`config.mk`:
```
export PLATFORM = sky130hd
export DESIGN_NAME = subgroup_decoder
export DESIGN_NICKNAME = d
export VERILOG_FILES = /design/src/rtl/subgroup_decode_pkg.sv /design/src/rtl/subgroup_decoder.sv
export SDC_FILE = /design/constraint.sdc
export NUM_CORES = 1
export LEC_CHECK = 0
export BUFFER_PORTS_ARGS = -buffer_cell sky130_fd_sc_hd__buf_4
export CAP_MARGIN = 20
export CORE_UTILIZATION = 49
export CTS_CLUSTER_SIZE = 12
export DETAILED_ROUTE_END_ITERATION = 16
export PLACE_DENSITY = 0.8
export SETUP_SLACK_MARGIN = 0.2
export SLEW_MARGIN = 10
export SYNTH_ARGS = -nofsm -noshare
export SYNTH_HDL_FRONTEND = slang
export SYNTH_SLANG_ARGS = --single-unit
```
`constraint.sdc`:
```
create_clock -name clk_in -period 1.9 [get_ports clk_in]
set_input_delay 0.095 -clock clk_in [delete_from_list [all_inputs] [get_ports clk_in]]
set_output_delay 0.095 -clock clk_in [all_outputs]
set_load 0.01 [all_outputs]
```
`src/rtl/subgroup_decode_pkg.sv`:
```
// package: field positions, subgroup selectors and decoded operation identifiers
package subgroup_decode_pkg;

    // instruction field positions
    localparam int ROTATE_BIT      = 21;
    localparam int MISC_SPLIT_BIT  = 5;
    localparam int SHAMT_HI        = 10;
    localparam int SHAMT_LO        = 6;
    localparam int SRC_REG_HI      = 25;
    localparam int SRC_REG_LO      = 21;
    localparam int FUNC_HI         = 5;
    localparam int FUNC_LO         = 0;
    localparam int PC_MINOR_HI     = 20;
    localparam int PC_MINOR_LO     = 16;

    // reset values of the output registers
    localparam logic RESET_VALID    = 1'h0;
    localparam logic RESET_RESERVED = 1'h0;

    // which secondary map the fetch stage asks for
    typedef enum logic [2:0] {
        GRP_DWORD_SHIFT_RIGHT,
        GRP_DWORD_SHIFT_RIGHT_PLUS32,
        GRP_WORD_SHUFFLE,
        GRP_DWORD_SHUFFLE,
        GRP_SYSCTL,
        GRP_PC_RELATIVE,
        GRP_FPU,
        GRP_NONE
    } group_e;

    // decoded operation identifiers
    typedef enum logic [5:0] {
        OP_NONE,
        OP_DWORD_SHIFT_RIGHT_LOGICAL, OP_DWORD_ROTATE_RIGHT,
        OP_DWORD_SHIFT_RIGHT_LOGICAL_PLUS32, OP_DWORD_ROTATE_RIGHT_PLUS32,
        OP_BYTE_BIT_REVERSE, OP_DWORD_BYTE_BIT_REVERSE,
        OP_HALFWORD_BYTE_SWAP, OP_DWORD_HALFWORD_BYTE_SWAP, OP_DWORD_HALFWORD_SWAP,
        OP_WORD_BYTE_CONCAT, OP_DWORD_BYTE_CONCAT,
        OP_SIGN_EXTEND_BYTE, OP_SIGN_EXTEND_HALF,
        OP_SYSCTL_MOVE_FROM, OP_SYSCTL_DWORD_MOVE_FROM, OP_SYSCTL_HIGH_MOVE_FROM,
        OP_SYSCTL_MOVE_TO, OP_SYSCTL_DWORD_MOVE_TO, OP_SYSCTL_HIGH_MOVE_TO,
        OP_PREV_SHADOW_READ, OP_PREV_SHADOW_WRITE, OP_INTR_DISABLE, OP_INTR_ENABLE,
        OP_TRANSLATION_ENTRY_READ, OP_TRANSLATION_WRITE_INDEXED,
        OP_TRANSLATION_INVALIDATE, OP_TRANSLATION_INVALIDATE_FLUSH,
        OP_TRANSLATION_WRITE_RANDOM, OP_TRANSLATION_PROBE,
        OP_EXCEPTION_RETURN, OP_DEBUG_EXCEPTION_RETURN, OP_WAIT,
        OP_PC_ADD_IMM, OP_PC_LOAD_WORD, OP_PC_LOAD_WORD_UNSIGNED, OP_PC_LOAD_DWORD,
        OP_PC_ADD_UPPER, OP_PC_ADD_UPPER_ALIGNED,
        OP_FPU_MOVE_FROM, OP_FPU_DWORD_MOVE_FROM, OP_FPU_CTRL_MOVE_FROM,
        OP_FPU_HIGH_MOVE_FROM, OP_FPU_MOVE_TO, OP_FPU_DWORD_MOVE_TO,
        OP_FPU_CTRL_MOVE_TO, OP_FPU_HIGH_MOVE_TO,
        OP_FPU_BRANCH_COND_ZERO, OP_FPU_BRANCH_COND_NONZERO,
        OP_VECTOR_BRANCH_ALL_ZERO, OP_VECTOR_BRANCH_ANY_NONZERO,
        OP_VECTOR_ELEM_ZERO, OP_VECTOR_ELEM_NONZERO,
        OP_FMT_SINGLE, OP_FMT_DOUBLE, OP_FMT_WORD, OP_FMT_LONG, OP_PAIRED_SINGLE_FMT
    } op_e;

endpackage

```
`src/rtl/subgroup_decoder.sv`:
```
// secondary-opcode decoder for the shift, shuffle, system, pc-relative and fpu maps
//
// Function
// - dword shift right: bit 21 picks rotate
// - shift right plus32: bit 21 picks rotate
// - compat mode ignores bit 21, always shift
// - shuffle selector: reverse, byte swap, halfword swap
// - shuffle: concat, sign-extend byte, sign-extend half
// - unassigned shuffle selectors are reserved
// - system source field move-from/move-to decode
// - shadow read/write, misc group, op group
// - misc group: bit 5 disable or enable
// - op group function field decode
// - pc-relative minor opcode decode
// - fpu source field move decode
// - fpu source field format decode
`timescale 1ns/1ps
`default_nettype none

module subgroup_decoder
    import subgroup_decode_pkg::*;
(
    // clock and reset
    input  wire logic                         clk_in,
    input  wire logic                         reset_in,
    // request from fetch
    input  wire logic                         instr_valid_in,
    input  wire logic [31:0]                  instr_in,
    input  wire subgroup_decode_pkg::group_e  group_in,
    input  wire logic                         compat_release1_in,
    // answer to execute
    output logic                              valid_out,
    output subgroup_decode_pkg::op_e          op_out,
    output logic                              reserved_out
);
    import subgroup_decode_pkg::*;

    logic valid_reg;
    logic valid_next;
    logic reserved_reg;
    logic reserved_next;
    op_e  op_reg;
    op_e  op_next;

    // field views of the instruction word
    logic [4:0] shamt;
    logic [4:0] src_reg;
    logic [5:0] func;
    logic [4:0] minor;
    assign shamt   = instr_in[SHAMT_HI:SHAMT_LO];
    assign src_reg = instr_in[SRC_REG_HI:SRC_REG_LO];
    assign func    = instr_in[FUNC_HI:FUNC_LO];
    assign minor   = instr_in[PC_MINOR_HI:PC_MINOR_LO];

    // decode; anything unmatched stays OP_NONE and is flagged reserved
    always_comb begin
        op_e  op;
        logic rot;
        op  = OP_NONE;
        rot = instr_in[ROTATE_BIT] && !compat_release1_in;
        case (group_in)
            GRP_DWORD_SHIFT_RIGHT: begin
                op = rot ? OP_DWORD_ROTATE_RIGHT : OP_DWORD_SHIFT_RIGHT_LOGICAL;
            end
            GRP_DWORD_SHIFT_RIGHT_PLUS32: begin
                op = rot ? OP_DWORD_ROTATE_RIGHT_PLUS32
                         : OP_DWORD_SHIFT_RIGHT_LOGICAL_PLUS32;
            end
            GRP_WORD_SHUFFLE, GRP_DWORD_SHUFFLE: begin
                // sparse decode: only listed selectors map, the rest are trapped
                case (shamt) inside
                    5'h00: begin
                        op = (group_in == GRP_DWORD_SHUFFLE) ? OP_DWORD_BYTE_BIT_REVERSE
                                                             : OP_BYTE_BIT_REVERSE;
                    end
                    5'h02: begin
                        op = (group_in == GRP_DWORD_SHUFFLE) ? OP_DWORD_HALFWORD_BYTE_SWAP
                                                             : OP_HALFWORD_BYTE_SWAP;
                    end
                    5'h05: begin
                        if (group_in == GRP_DWORD_SHUFFLE) begin
                            op = OP_DWORD_HALFWORD_SWAP;
                        end
                    end
                    [5'h08:5'h0F]: begin
                        op = (group_in == GRP_DWORD_SHUFFLE) ? OP_DWORD_BYTE_CONCAT
                                                             : OP_WORD_BYTE_CONCAT;
                    end
                    // sign extension has no doubleword form, so there it traps
                    5'h10: begin
                        if (group_in == GRP_WORD_SHUFFLE) begin
                            op = OP_SIGN_EXTEND_BYTE;
                        end
                    end
                    5'h18: begin
                        if (group_in == GRP_WORD_SHUFFLE) begin
                            op = OP_SIGN_EXTEND_HALF;
                        end
                    end
                    default: op = OP_NONE;
                endcase
            end
            GRP_SYSCTL: begin
                if (src_reg[4]) begin
                    case (func)
                        6'h01: op = OP_TRANSLATION_ENTRY_READ;
                        6'h02: op = OP_TRANSLATION_WRITE_INDEXED;
                        6'h03: op = OP_TRANSLATION_INVALIDATE;
                        6'h04: op = OP_TRANSLATION_INVALIDATE_FLUSH;
                        6'h06: op = OP_TRANSLATION_WRITE_RANDOM;
                        6'h08: op = OP_TRANSLATION_PROBE;
                        6'h18: op = OP_EXCEPTION_RETURN;
                        6'h1F: op = OP_DEBUG_EXCEPTION_RETURN;
                        6'h20: op = OP_WAIT;
                        default: op = OP_NONE;
                    endcase
                end else begin
                    case (src_reg)
                        5'h00: op = OP_SYSCTL_MOVE_FROM;
                        5'h01: op = OP_SYSCTL_DWORD_MOVE_FROM;
                        5'h02: op = OP_SYSCTL_HIGH_MOVE_FROM;
                        5'h04: op = OP_SYSCTL_MOVE_TO;
                        5'h05: op = OP_SYSCTL_DWORD_MOVE_TO;
                        5'h06: op = OP_SYSCTL_HIGH_MOVE_TO;
                        5'h0A: op = OP_PREV_SHADOW_READ;
                        5'h0E: op = OP_PREV_SHADOW_WRITE;
                        5'h0B: begin
                            op = instr_in[MISC_SPLIT_BIT] ? OP_INTR_ENABLE
                                                          : OP_INTR_DISABLE;
                        end
                        default: op = OP_NONE;
                    endcase
                end
            end
            GRP_PC_RELATIVE: begin
                // low minor bits are immediate payload except in the 111 column
                case (minor[4:3])
                    2'h0: op = OP_PC_ADD_IMM;
                    2'h1: op = OP_PC_LOAD_WORD;
                    2'h2: op = OP_PC_LOAD_WORD_UNSIGNED;
                    default: begin
                        if (!minor[2]) begin
                            op = OP_PC_LOAD_DWORD;
                        end else if (minor[1:0] == 2'h2) begin
                            op = OP_PC_ADD_UPPER;
                        end else if (minor[1:0] == 2'h3) begin
                            op = OP_PC_ADD_UPPER_ALIGNED;
                        end
                    end
                endcase
            end
            GRP_FPU: begin
                case (src_reg) inside
                    5'h00: op = OP_FPU_MOVE_FROM;
                    5'h01: op = OP_FPU_DWORD_MOVE_FROM;
                    5'h02: op = OP_FPU_CTRL_MOVE_FROM;
                    5'h03: op = OP_FPU_HIGH_MOVE_FROM;
                    5'h04: op = OP_FPU_MOVE_TO;
                    5'h05: op = OP_FPU_DWORD_MOVE_TO;
                    5'h06: op = OP_FPU_CTRL_MOVE_TO;
                    5'h07: op = OP_FPU_HIGH_MOVE_TO;
                    5'h09: op = OP_FPU_BRANCH_COND_ZERO;
                    5'h0D: op = OP_FPU_BRANCH_COND_NONZERO;
                    5'h0B: op = OP_VECTOR_BRANCH_ALL_ZERO;
                    5'h0F: op = OP_VECTOR_BRANCH_ANY_NONZERO;
                    [5'h18:5'h1B]: op = OP_VECTOR_ELEM_ZERO;
                    [5'h1C:5'h1F]: op = OP_VECTOR_ELEM_NONZERO;
                    5'h10: op = OP_FMT_SINGLE;
                    5'h11: op = OP_FMT_DOUBLE;
                    5'h14: op = OP_FMT_WORD;
                    5'h15: op = OP_FMT_LONG;
                    5'h16: op = OP_PAIRED_SINGLE_FMT;
                    default: op = OP_NONE;
                endcase
            end
            default: op = OP_NONE;
        endcase
        valid_next    = instr_valid_in;
        op_next       = instr_valid_in ? op : OP_NONE;
        reserved_next = instr_valid_in && (op == OP_NONE);
    end

    // one pipeline register so execute sees stable flopped data
    always_ff @(posedge clk_in) begin
        if (reset_in) begin
            valid_reg    <= RESET_VALID;
            op_reg       <= OP_NONE;
            reserved_reg <= RESET_RESERVED;
        end else begin
            valid_reg    <= valid_next;
            op_reg       <= op_next;
            reserved_reg <= reserved_next;
        end
    end

    assign valid_out    = valid_reg;
    assign op_out       = op_reg;
    assign reserved_out = reserved_reg;
endmodule

`default_nettype wire

```
Word level (Yosys, flattened, before mapping) --
Cells that the tools add are included.
Storage, ports and cells: register bits after elaboration 8, input port bits 39, output and inout bits 8, word-level logic and storage cells 106
Operators by class: magnitude comparators 6, eq/ne operators 41, muxes and demuxes 42, bitwise gates (word level) 1, reduce and logical (&&, ||, !) cells 13
Operators by type and width (count):
- two-way mux 6 bit | 28
- one-hot mux 6 bit (9 select lines) | 1
- one-hot mux 5 bit (9 select lines) | 1
- one-hot mux 6 bit (6 select lines) | 1
- equality test 5 bit, second input constant | 7
- equality test 5 x 4 -> 1 bit, second input constant | 6
- equality test 5 x 3 -> 1 bit, second input constant | 5
- two-way mux 4 bit | 5
- one-hot mux 6 bit (3 select lines) | 1
- equality test 5 x 2 -> 1 bit, second input constant | 3
- equality test 6 x 2 -> 1 bit, second input constant | 2
- equality test 6 x 3 -> 1 bit, second input constant | 2
- equality test 6 x 5 -> 1 bit, second input constant | 2
- greater-or-equal comparator 5 bit, second input constant | 2
- less-or-equal comparator 5 bit, second input constant | 2
- logical NOT 5 bit | 2
- equality test 3 bit, second input constant | 3
- equality test 2 bit, second input constant | 3
- equality test 3 x 2 -> 1 bit, second input constant | 2
- equality test 6 x 1 -> 1 bit, second input constant | 1
- equality test 6 x 4 -> 1 bit, second input constant | 1
- equality test 6 bit, second input constant | 1
- logical NOT 6 bit | 1
- equality test 5 x 1 -> 1 bit, second input constant | 1
- 13 further kinds | 20

Logic depth before layout (Yosys ltp) --
Gate-level depths: netlist (run 1).
word-level depth 23, depth in mapped cells 7, depth with buffers taken out 7

Worst setup path before layout (run 1) --
OpenSTA, ideal clock, no wires.
path type input port to flip-flop, from input instr_in[4], to register reserved_reg, in the netlist reserved_out, setup time 0.117 ns, data arrival time 1.562 ns, required time 1.783 ns, setup slack 0.222 ns, cell stages on the path 7, path buffers 1, path through buf_6 -> or3_4 -> or4b_1 -> a311o_1 -> o211a_1 -> nand2_1 -> nor4_1
On the way: word-level cells in the longest chain between the ends 6, elaborated cells between the ends (all ways) 14, classes of those cells 9 x eq/ne; 3 x mux; 2 x reduce/logical
Ends and longest elaborated chain:
- start: declaration | RTL line subgroup_decoder.sv:28 | input wire logic [31:0] instr_in,
- equality test 6 bit, or another cell as far along | RTL line subgroup_decoder.sv:105 | case (func)
- one-hot mux 6 bit (9 select lines) (*) | RTL line subgroup_decoder.sv:105
- two-way mux 6 bit (*) | RTL line subgroup_decoder.sv:104 | if (src_reg[4]) begin
- one-hot mux 6 bit (6 select lines) (*) | RTL line subgroup_decoder.sv:61 | case (group_in)
- logical NOT 6 bit (*) | RTL line subgroup_decoder.sv:180 | reserved_next = instr_valid_in && (op == OP_NONE);
- logical AND 1 bit (*) | RTL line subgroup_decoder.sv:180
- end signal: assignment | RTL line subgroup_decoder.sv:192 | reserved_reg <= reserved_next;
- end: declaration | RTL line subgroup_decoder.sv:40 | logic reserved_reg;
Mark *: on every way between the ends. The rest lies on a longest branch, timed or not. A chain may end at the register's enable or synchronous reset.

Final worst setup path (run 1) --
from input instr_in[3], to register reserved_reg, in the netlist reserved_out
Same word-level chain as after synthesis.

==> metrics, run 1 <==
status=complete, no violations; FF+latch count, synth=8; Comb pwr share=~45%; Finished Cell Area=around 1500 um2; hold buffer count at CTS=0; First-pass DRT Iterations=6; Max Fclk=between 0.6 and 0.7 GHz; maxcap violations=0; synth unique cells=between 50 and 60; mapped cell area=approximately 1200 um2; Die Y=between 50 and 60 um; DRC violations left=0; top-count cell post-synth=nor2_1; PD cells=between 300 and 400 nW/um2; vias in the first global route=~1200; Max VDD drop=between 0.3 and 0.4 mV; hpwl dp=2.386 mm; Final GP Congestion=roughly 0.94; Die X=51.44 um; Clock power frac=between 20 and 25%; max layer used=met4; post-route antenna net violation count=0; Internal=approximately 0.00036 W; top post-synthesis cells by area=dfxtp_1 (13%), nor2_1 (4.7%), nor2b_1 (4.2%); drt total wl=approximately 3.2 mm; crit-path cells=buf_4 -> or3_4 -> or4b_1 -> a311o_1 -> o211a_1 -> nand2_1 -> nor4_1; Worst Path Class, Setup=in2reg; H-tree depth=1; Min Hold Slack=approximately 0.18 ns; Buf/Inv on CP=1; CP Data Arrival Time=~1.8 ns; critical path capture point type=register; M1 WL=1.380 mm; Worst slew margin=60.35%; endpoints failing setup=0; Slowest Stage Delay on Critical Path=between 0.4 and 0.5 ns; Core Rows=17; setup bufs post-CTS=0; Max Slew Vio Count=0; period utilization=84.50%; sequential share of the synthesized area=between 10% and 20%; leak pwr=0.5944 nW; Detailed Route Iter0 Violations=55; Mapped Nets=214; cell taking the most area after synthesis=dfxtp_1; WL/cell=14.12 um; largest net degree at the start of global routing=17; Layout Nets=241; Top FF cell, synth=dfxtp_1; Top delay family on crit path=simple AND/OR/NAND/NOR gates; GRT Residual Overflow=0; I/O Buffers=35; Placed Area=between 1000 and 1500 um2; count of warnings emitted by yosys=0; Slew @ Worst Pin=0.5864 ns; Post-synth top cells=nor2_1 (15), nor3_1 (10), a21oi_1 (9); async set-reset flop share out of synthesis=0%; CTS tree=done; final setup margin=0.2945 ns; die area=between 2000 and 3000 um2; ratio of cells with drive above 1 in the final layout=23.86%; Sw Pwr=around 0.00019 W; endpoints failing hold=0; Net Sw Frac=between 30% and 40%; clock root buffer=clkbuf_4; CTS resizes=0; Via density=about 6.3; initial antenna violation count=0; syn avg cell area=6.962 um2; Reg power frac=about a third; Sink Count=8; post-route minimum period=roughly 1.6 ns; pre-CTS setup slack=0.05134 ns; CTS Buf Count=3; ANT cells=0; via count=1428; met2 routed WL=approximately 1.5 mm; Hold Crit Class=in2reg; area share of the largest cell type after synthesis=~13%; Initial Utilization=53.11%; GRT Total Usage=between 20% and 30%; cells after synthesis=between 150 and 200; met3 wire length=217 um; Bufs on Longest Clock Path=2; CP required=approximately 2 ns; Core ar.=2255 um2; area grow syn2layout=21.73%; Post-synth EDFFs=0; critical-path maximum fanout=11; final setup TNS=0 ns; slowest cell on the critical path=or4b_1; CTS clock-pin slew for the worst setup and hold paths=0.05 ns; crit start category=primary input; IO Pins=between 40 and 50; RSZ-0062 raised after global routing=false; first-pass GRT wire length=between 5 and 6 mm
[power by group through the flow]
stage	clock network, W	logic (W)	registers [W]
floorplan	0	0.000150	0.000183
global placement	0	0.000232	0.000179
detailed placement	0	0.000242	0.000180
CTS	0.000128	0.000243	0.000176
global route	0.000130	0.000271	0.000177
finish	0.000127	0.000247	0.000176
[worst paths after layout]
path / startpoint / to / slack, ns / cells past startpoint
worst max-delay path: instr_in[3] / reserved_out$_SDFF_PP0_ / 0.29 / 7
worst min-delay path: instr_valid_in / op_out[5]$_SDFF_PP0_ / 0.18 / 3
[registers in the layout, indices dropped and copies added, names as in the netlist]
signal	count
valid_out	1
reserved_out	1
op_out	6
[per-stage QoR]
step                 power, W  utilization [%]  cells
floorplan           0.0003333                -    172
global placement    0.0004118            63.65    222
detailed placement  0.0004221            63.65    222
CTS                 0.0005480            64.65    225
global route        0.0005771            64.65    225
finish              0.0005509            64.65    225
[routing by layer]
layer,GRT usage (%),vias to the layer above
met1,31.62,650
met4,12.16,0
li1,-,700
met2,40.69,70
met3,2.976,8
met5,0,-
[cells in the final DEF (no fill, tap or decap), types with 3 or more instances in the layout]
cell,n
a21oi_1,9
a211oi_1,5
nand2b_1,6
o211ai_1,3
o21ai_0,8
buf_4,36
o211a_1,3
nand4_1,3
nor3b_1,3
or2_2,3
nor2b_1,8
nor4b_1,3
nor3_1,10
inv_1,8
dfxtp_1,8
nand3_1,6
nor2_1,15
clkbuf_4,3
ha_1,3
nand2_1,7
[worst min-delay path: stages]
cell,delay (ns)
buf_4,0.08
nand2b_1,0.11
nor2_1,0.12
[cells by family (layout without fill, tap and decap cells)]
| group | after synthesis | in the layout | share of synthesized area, % |
|---|---|---|---|
| xor+xnor | 3 | 3 | 2.195 |
| compound gates | 50 | 50 | 30.10 |
| simple gates | 83 | 83 | 40.96 |
| fa+ha+maj | 4 | 4 | 3.971 |
| buf+inv | 23 | 48 | 8.464 |
| mux | 1 | 1 | 0.9404 |
| flops | 8 | 8 | 13.37 |
[area by class of cell]
| class | instances | area, um2 |
|---|---|---|
| inverter | 9 | 33.78 |
| clock buffer | 3 | 22.52 |
| sequential | 8 | 160.2 |
| fill | 216 | 797.0 |
| tap | 28 | 35.03 |
| multi-input combinational | 141 | 935.9 |
| timing repair buffer | 36 | 270.3 |
Note: power is estimated with default switching activity, not from simulation.
==> inputs of run 2 (changes only) <==
--- a/config.mk
+++ b/config.mk
@@ -5,6 +5,7 @@
 export SDC_FILE = /design/constraint.sdc
 export NUM_CORES = 1
 export LEC_CHECK = 0
+export ABC_AREA = 1
 export BUFFER_PORTS_ARGS = -buffer_cell sky130_fd_sc_hd__buf_4
 export CAP_MARGIN = 20
 export CORE_UTILIZATION = 49
==> constraint.sdc (replaced) <==
create_clock -name clk_in -period 1.6 [get_ports clk_in]
set_input_delay 0.08 -clock clk_in [delete_from_list [all_inputs] [get_ports clk_in]]
set_output_delay 0.08 -clock clk_in [all_outputs]
set_load 0.01 [all_outputs]
==> metrics, run 2 <==
Max Fclk=0.8555 GHz; Post-synth EDFFs=0 (unchanged); Die Y=52.18 um (+1.4%); slowest cell on the critical path=inv_1; maxcap violations=0 (unchanged); syn avg cell area=4.935 um2 (-29%); Core ar.=2297 um2 (+1.9%); count of warnings emitted by yosys=0 (unchanged); Detailed Route Iter0 Violations=38 (-31%); via count=1620 (+13%); first-pass GRT wire length=4.961 mm (-2.7%); WL/cell=9.453 um (-33%); Hold Path Origin=reset_in; I/O Buffers=35 (unchanged); endpoints failing setup=0 (unchanged); most used cell, CP=nand2_1; PD cells=418.5 nW/um2 (+11%); die area=2722 um2 (+2.9%); post-route minimum period=between 1 and 1.5 ns; area grow syn2layout=26.77%; final core utilization=68.08% (+3.4 points); First-pass DRT Iterations=4 (-2); Mapped Nets=292 (+36%); period utilization=73.06%; Initial Utilization=53.70% (+0.60 points); Via density=5.127 (-19%); fill count=229 (+6.0%); FF+latch count, synth=8 (unchanged); setup bufs post-CTS=0 (unchanged); ratio of cells with drive above 1 in the final layout=18.40% (-5.5 points); placed insts=313 (+41%); crit start category=primary input; ANT cells=0 (unchanged); CTS clock-pin slew for the worst setup and hold paths=0.05 ns (about the same); drt total wl=2.987 mm (-6.0%); Die X=52.18 um (+1.4%); CTS Buf Count=3 (unchanged); final setup TNS=0 ns (unchanged); vias in the first global route=1244 (+2.7%); initial antenna violation count=0 (unchanged); mapped cell area=1234 um2 (+3.0%); Worst Setup SP=instr_in[25]; Slowest Stage Delay on Critical Path=0.21 ns (-0.27 ns); largest net degree at the start of global routing=12 (-5); crit-path cells=buf_4 -> inv_1 -> nand2_1 -> inv_2 -> nand2_1 -> a21oi_1 -> nand2_1 -> nand3_1 -> nor2_1 -> nand3_1 -> nor2_1; critical-path maximum fanout=8 (-3); RSZ-0062 raised after global routing=false; IO Pins=47 (unchanged); Bufs on Longest Clock Path=2 (unchanged); most frequent cells in the layout=nand2_1 (69), nor2_1 (54), buf_4 (39); CTS resizes=0 (unchanged); CTS tree=done; top-count cell post-synth=nand2_1; Layout Cells excl Fill=316 (+40%); cell taking the most area after synthesis=nand2_1; Hold Crit Class=in2reg; Max Slew Vio Count=0 (unchanged); Core Rows=17 (unchanged); hold buffer count at CTS=0 (unchanged); Final GP Congestion=0.9145 (-3.0%); Min Hold Slack=0.02997 ns (-0.1469 ns); hpwl dp=2.528 mm (+5.9%); CP Data Arrival Time=1.31 ns (-0.44 ns); post-route antenna net violation count=0 (unchanged); area share of the largest cell type after synthesis=20.99% (+7.6 points); commonest non-fill, non-tap cell in the layout=nand2_1; H-tree depth=1 (unchanged); Post-synth top cells=nand2_1 (69), nor2_1 (54), inv_1 (32); synth unique cells=24 (-59%); endpoints failing hold=0 (unchanged); GRT Residual Overflow=0 (unchanged); clock root buffer=clkbuf_4; area of the multi-input gates=910.9 um2 (-2.7%); Design Power=0.0006546 W (+19%); Top FF cell, synth=dfxtp_1; critical path capture point type=register; Sink Count=8 (unchanged); GRT Total Usage=23.59% (-1.2 points); Slew @ Worst Pin=0.2943 ns (-0.2921 ns); Max VDD drop=0.3924 mV (+9.0%); Worst Path Class, Setup=in2reg; top post-synthesis cells by area=nand2_1 (21%), nor2_1 (16%), dfxtp_1 (13%); cells after synthesis=250 (+45%); sequential share of the synthesized area=12.98% (-0.39 points); CP required=1.74 ns (-0.31 ns); register area=160.2 um2 (unchanged); async set-reset flop share out of synthesis=0% (unchanged); leak pwr=0.9161 nW (+54%); Layout Nets=332 (+38%); Worst slew margin=80.36% (+20 points); max reg flops=6 (unchanged); status=complete, no violations; DRC violations left=0 (unchanged)
==> run 2: cell count changes after synthesis, sizes merged, moves of 4 or more <==
cell    previous run  this run
nand2              7        70
nor2              15        56
inv                9        38
nand3              6        30
nor2b              8         0
clkbuf             7         0
nand2b             6         0
a211oi             5         0
a21oi              9        13
==> run 2: worst paths after layout <==
kind,end,slack [ns],depth (start not counted)
max,reserved_out$_SDFF_PP0_,0.43,11
min,valid_out$_SDFF_PP0_,0.03,2
==> run 2: where the power goes <==
group / switching (W) / internal, W / total (W)
Clock: 0.0000584 / 0.0000851 / 0.000143
Combinational: 0.000174 / 0.000127 / 0.000301
Sequential: 0.00000215 / 0.000208 / 0.000210
Total: 0.000235 / 0.000420 / 0.000655
==> run 2: logic make-up after synthesis <==
| logic type | synth area share [%] |
|---|---|
| flops | 12.98 |
| buf+inv | 13.18 |
| compound gates | 13.18 |
| simple gates | 57.61 |
| fa+ha+maj | 3.043 |
==> run 2: metal layers <==
layer,vias to the layer above,share of wire [%],track usage [%]
li1,878,-,-
met1,680,50,32.82
met2,56,43,37.82
met3,6,5.3,1.159
met4,0,1.8,9.211
met5,-,0,0
==> run 2: area by class of cell <==
cell class | count | area share, %
multi-input cells | 200 | 58.24
flip-flops and latches | 8 | 10.24
well taps | 28 | 2.240
inverters | 38 | 9.120
clock buffers | 3 | 1.440
repair buffers | 39 | 18.72
==> run 2: metrics by stage <==
stage	cell area [um2]	worst slack, ns
after floorplan	1234	0.4263
after global placement	1541	0.2173
after detailed placement	1541	0.2124
after CTS	1564	0.4694
after global routing	1564	0.2707
final	1564	0.4311
==> run 2: worst max-delay path: cells and delay by family <==
kind	cells	cell delay, ns
compound gates	1	0.17
buf+inv	3	0.44
simple gates	7	0.61
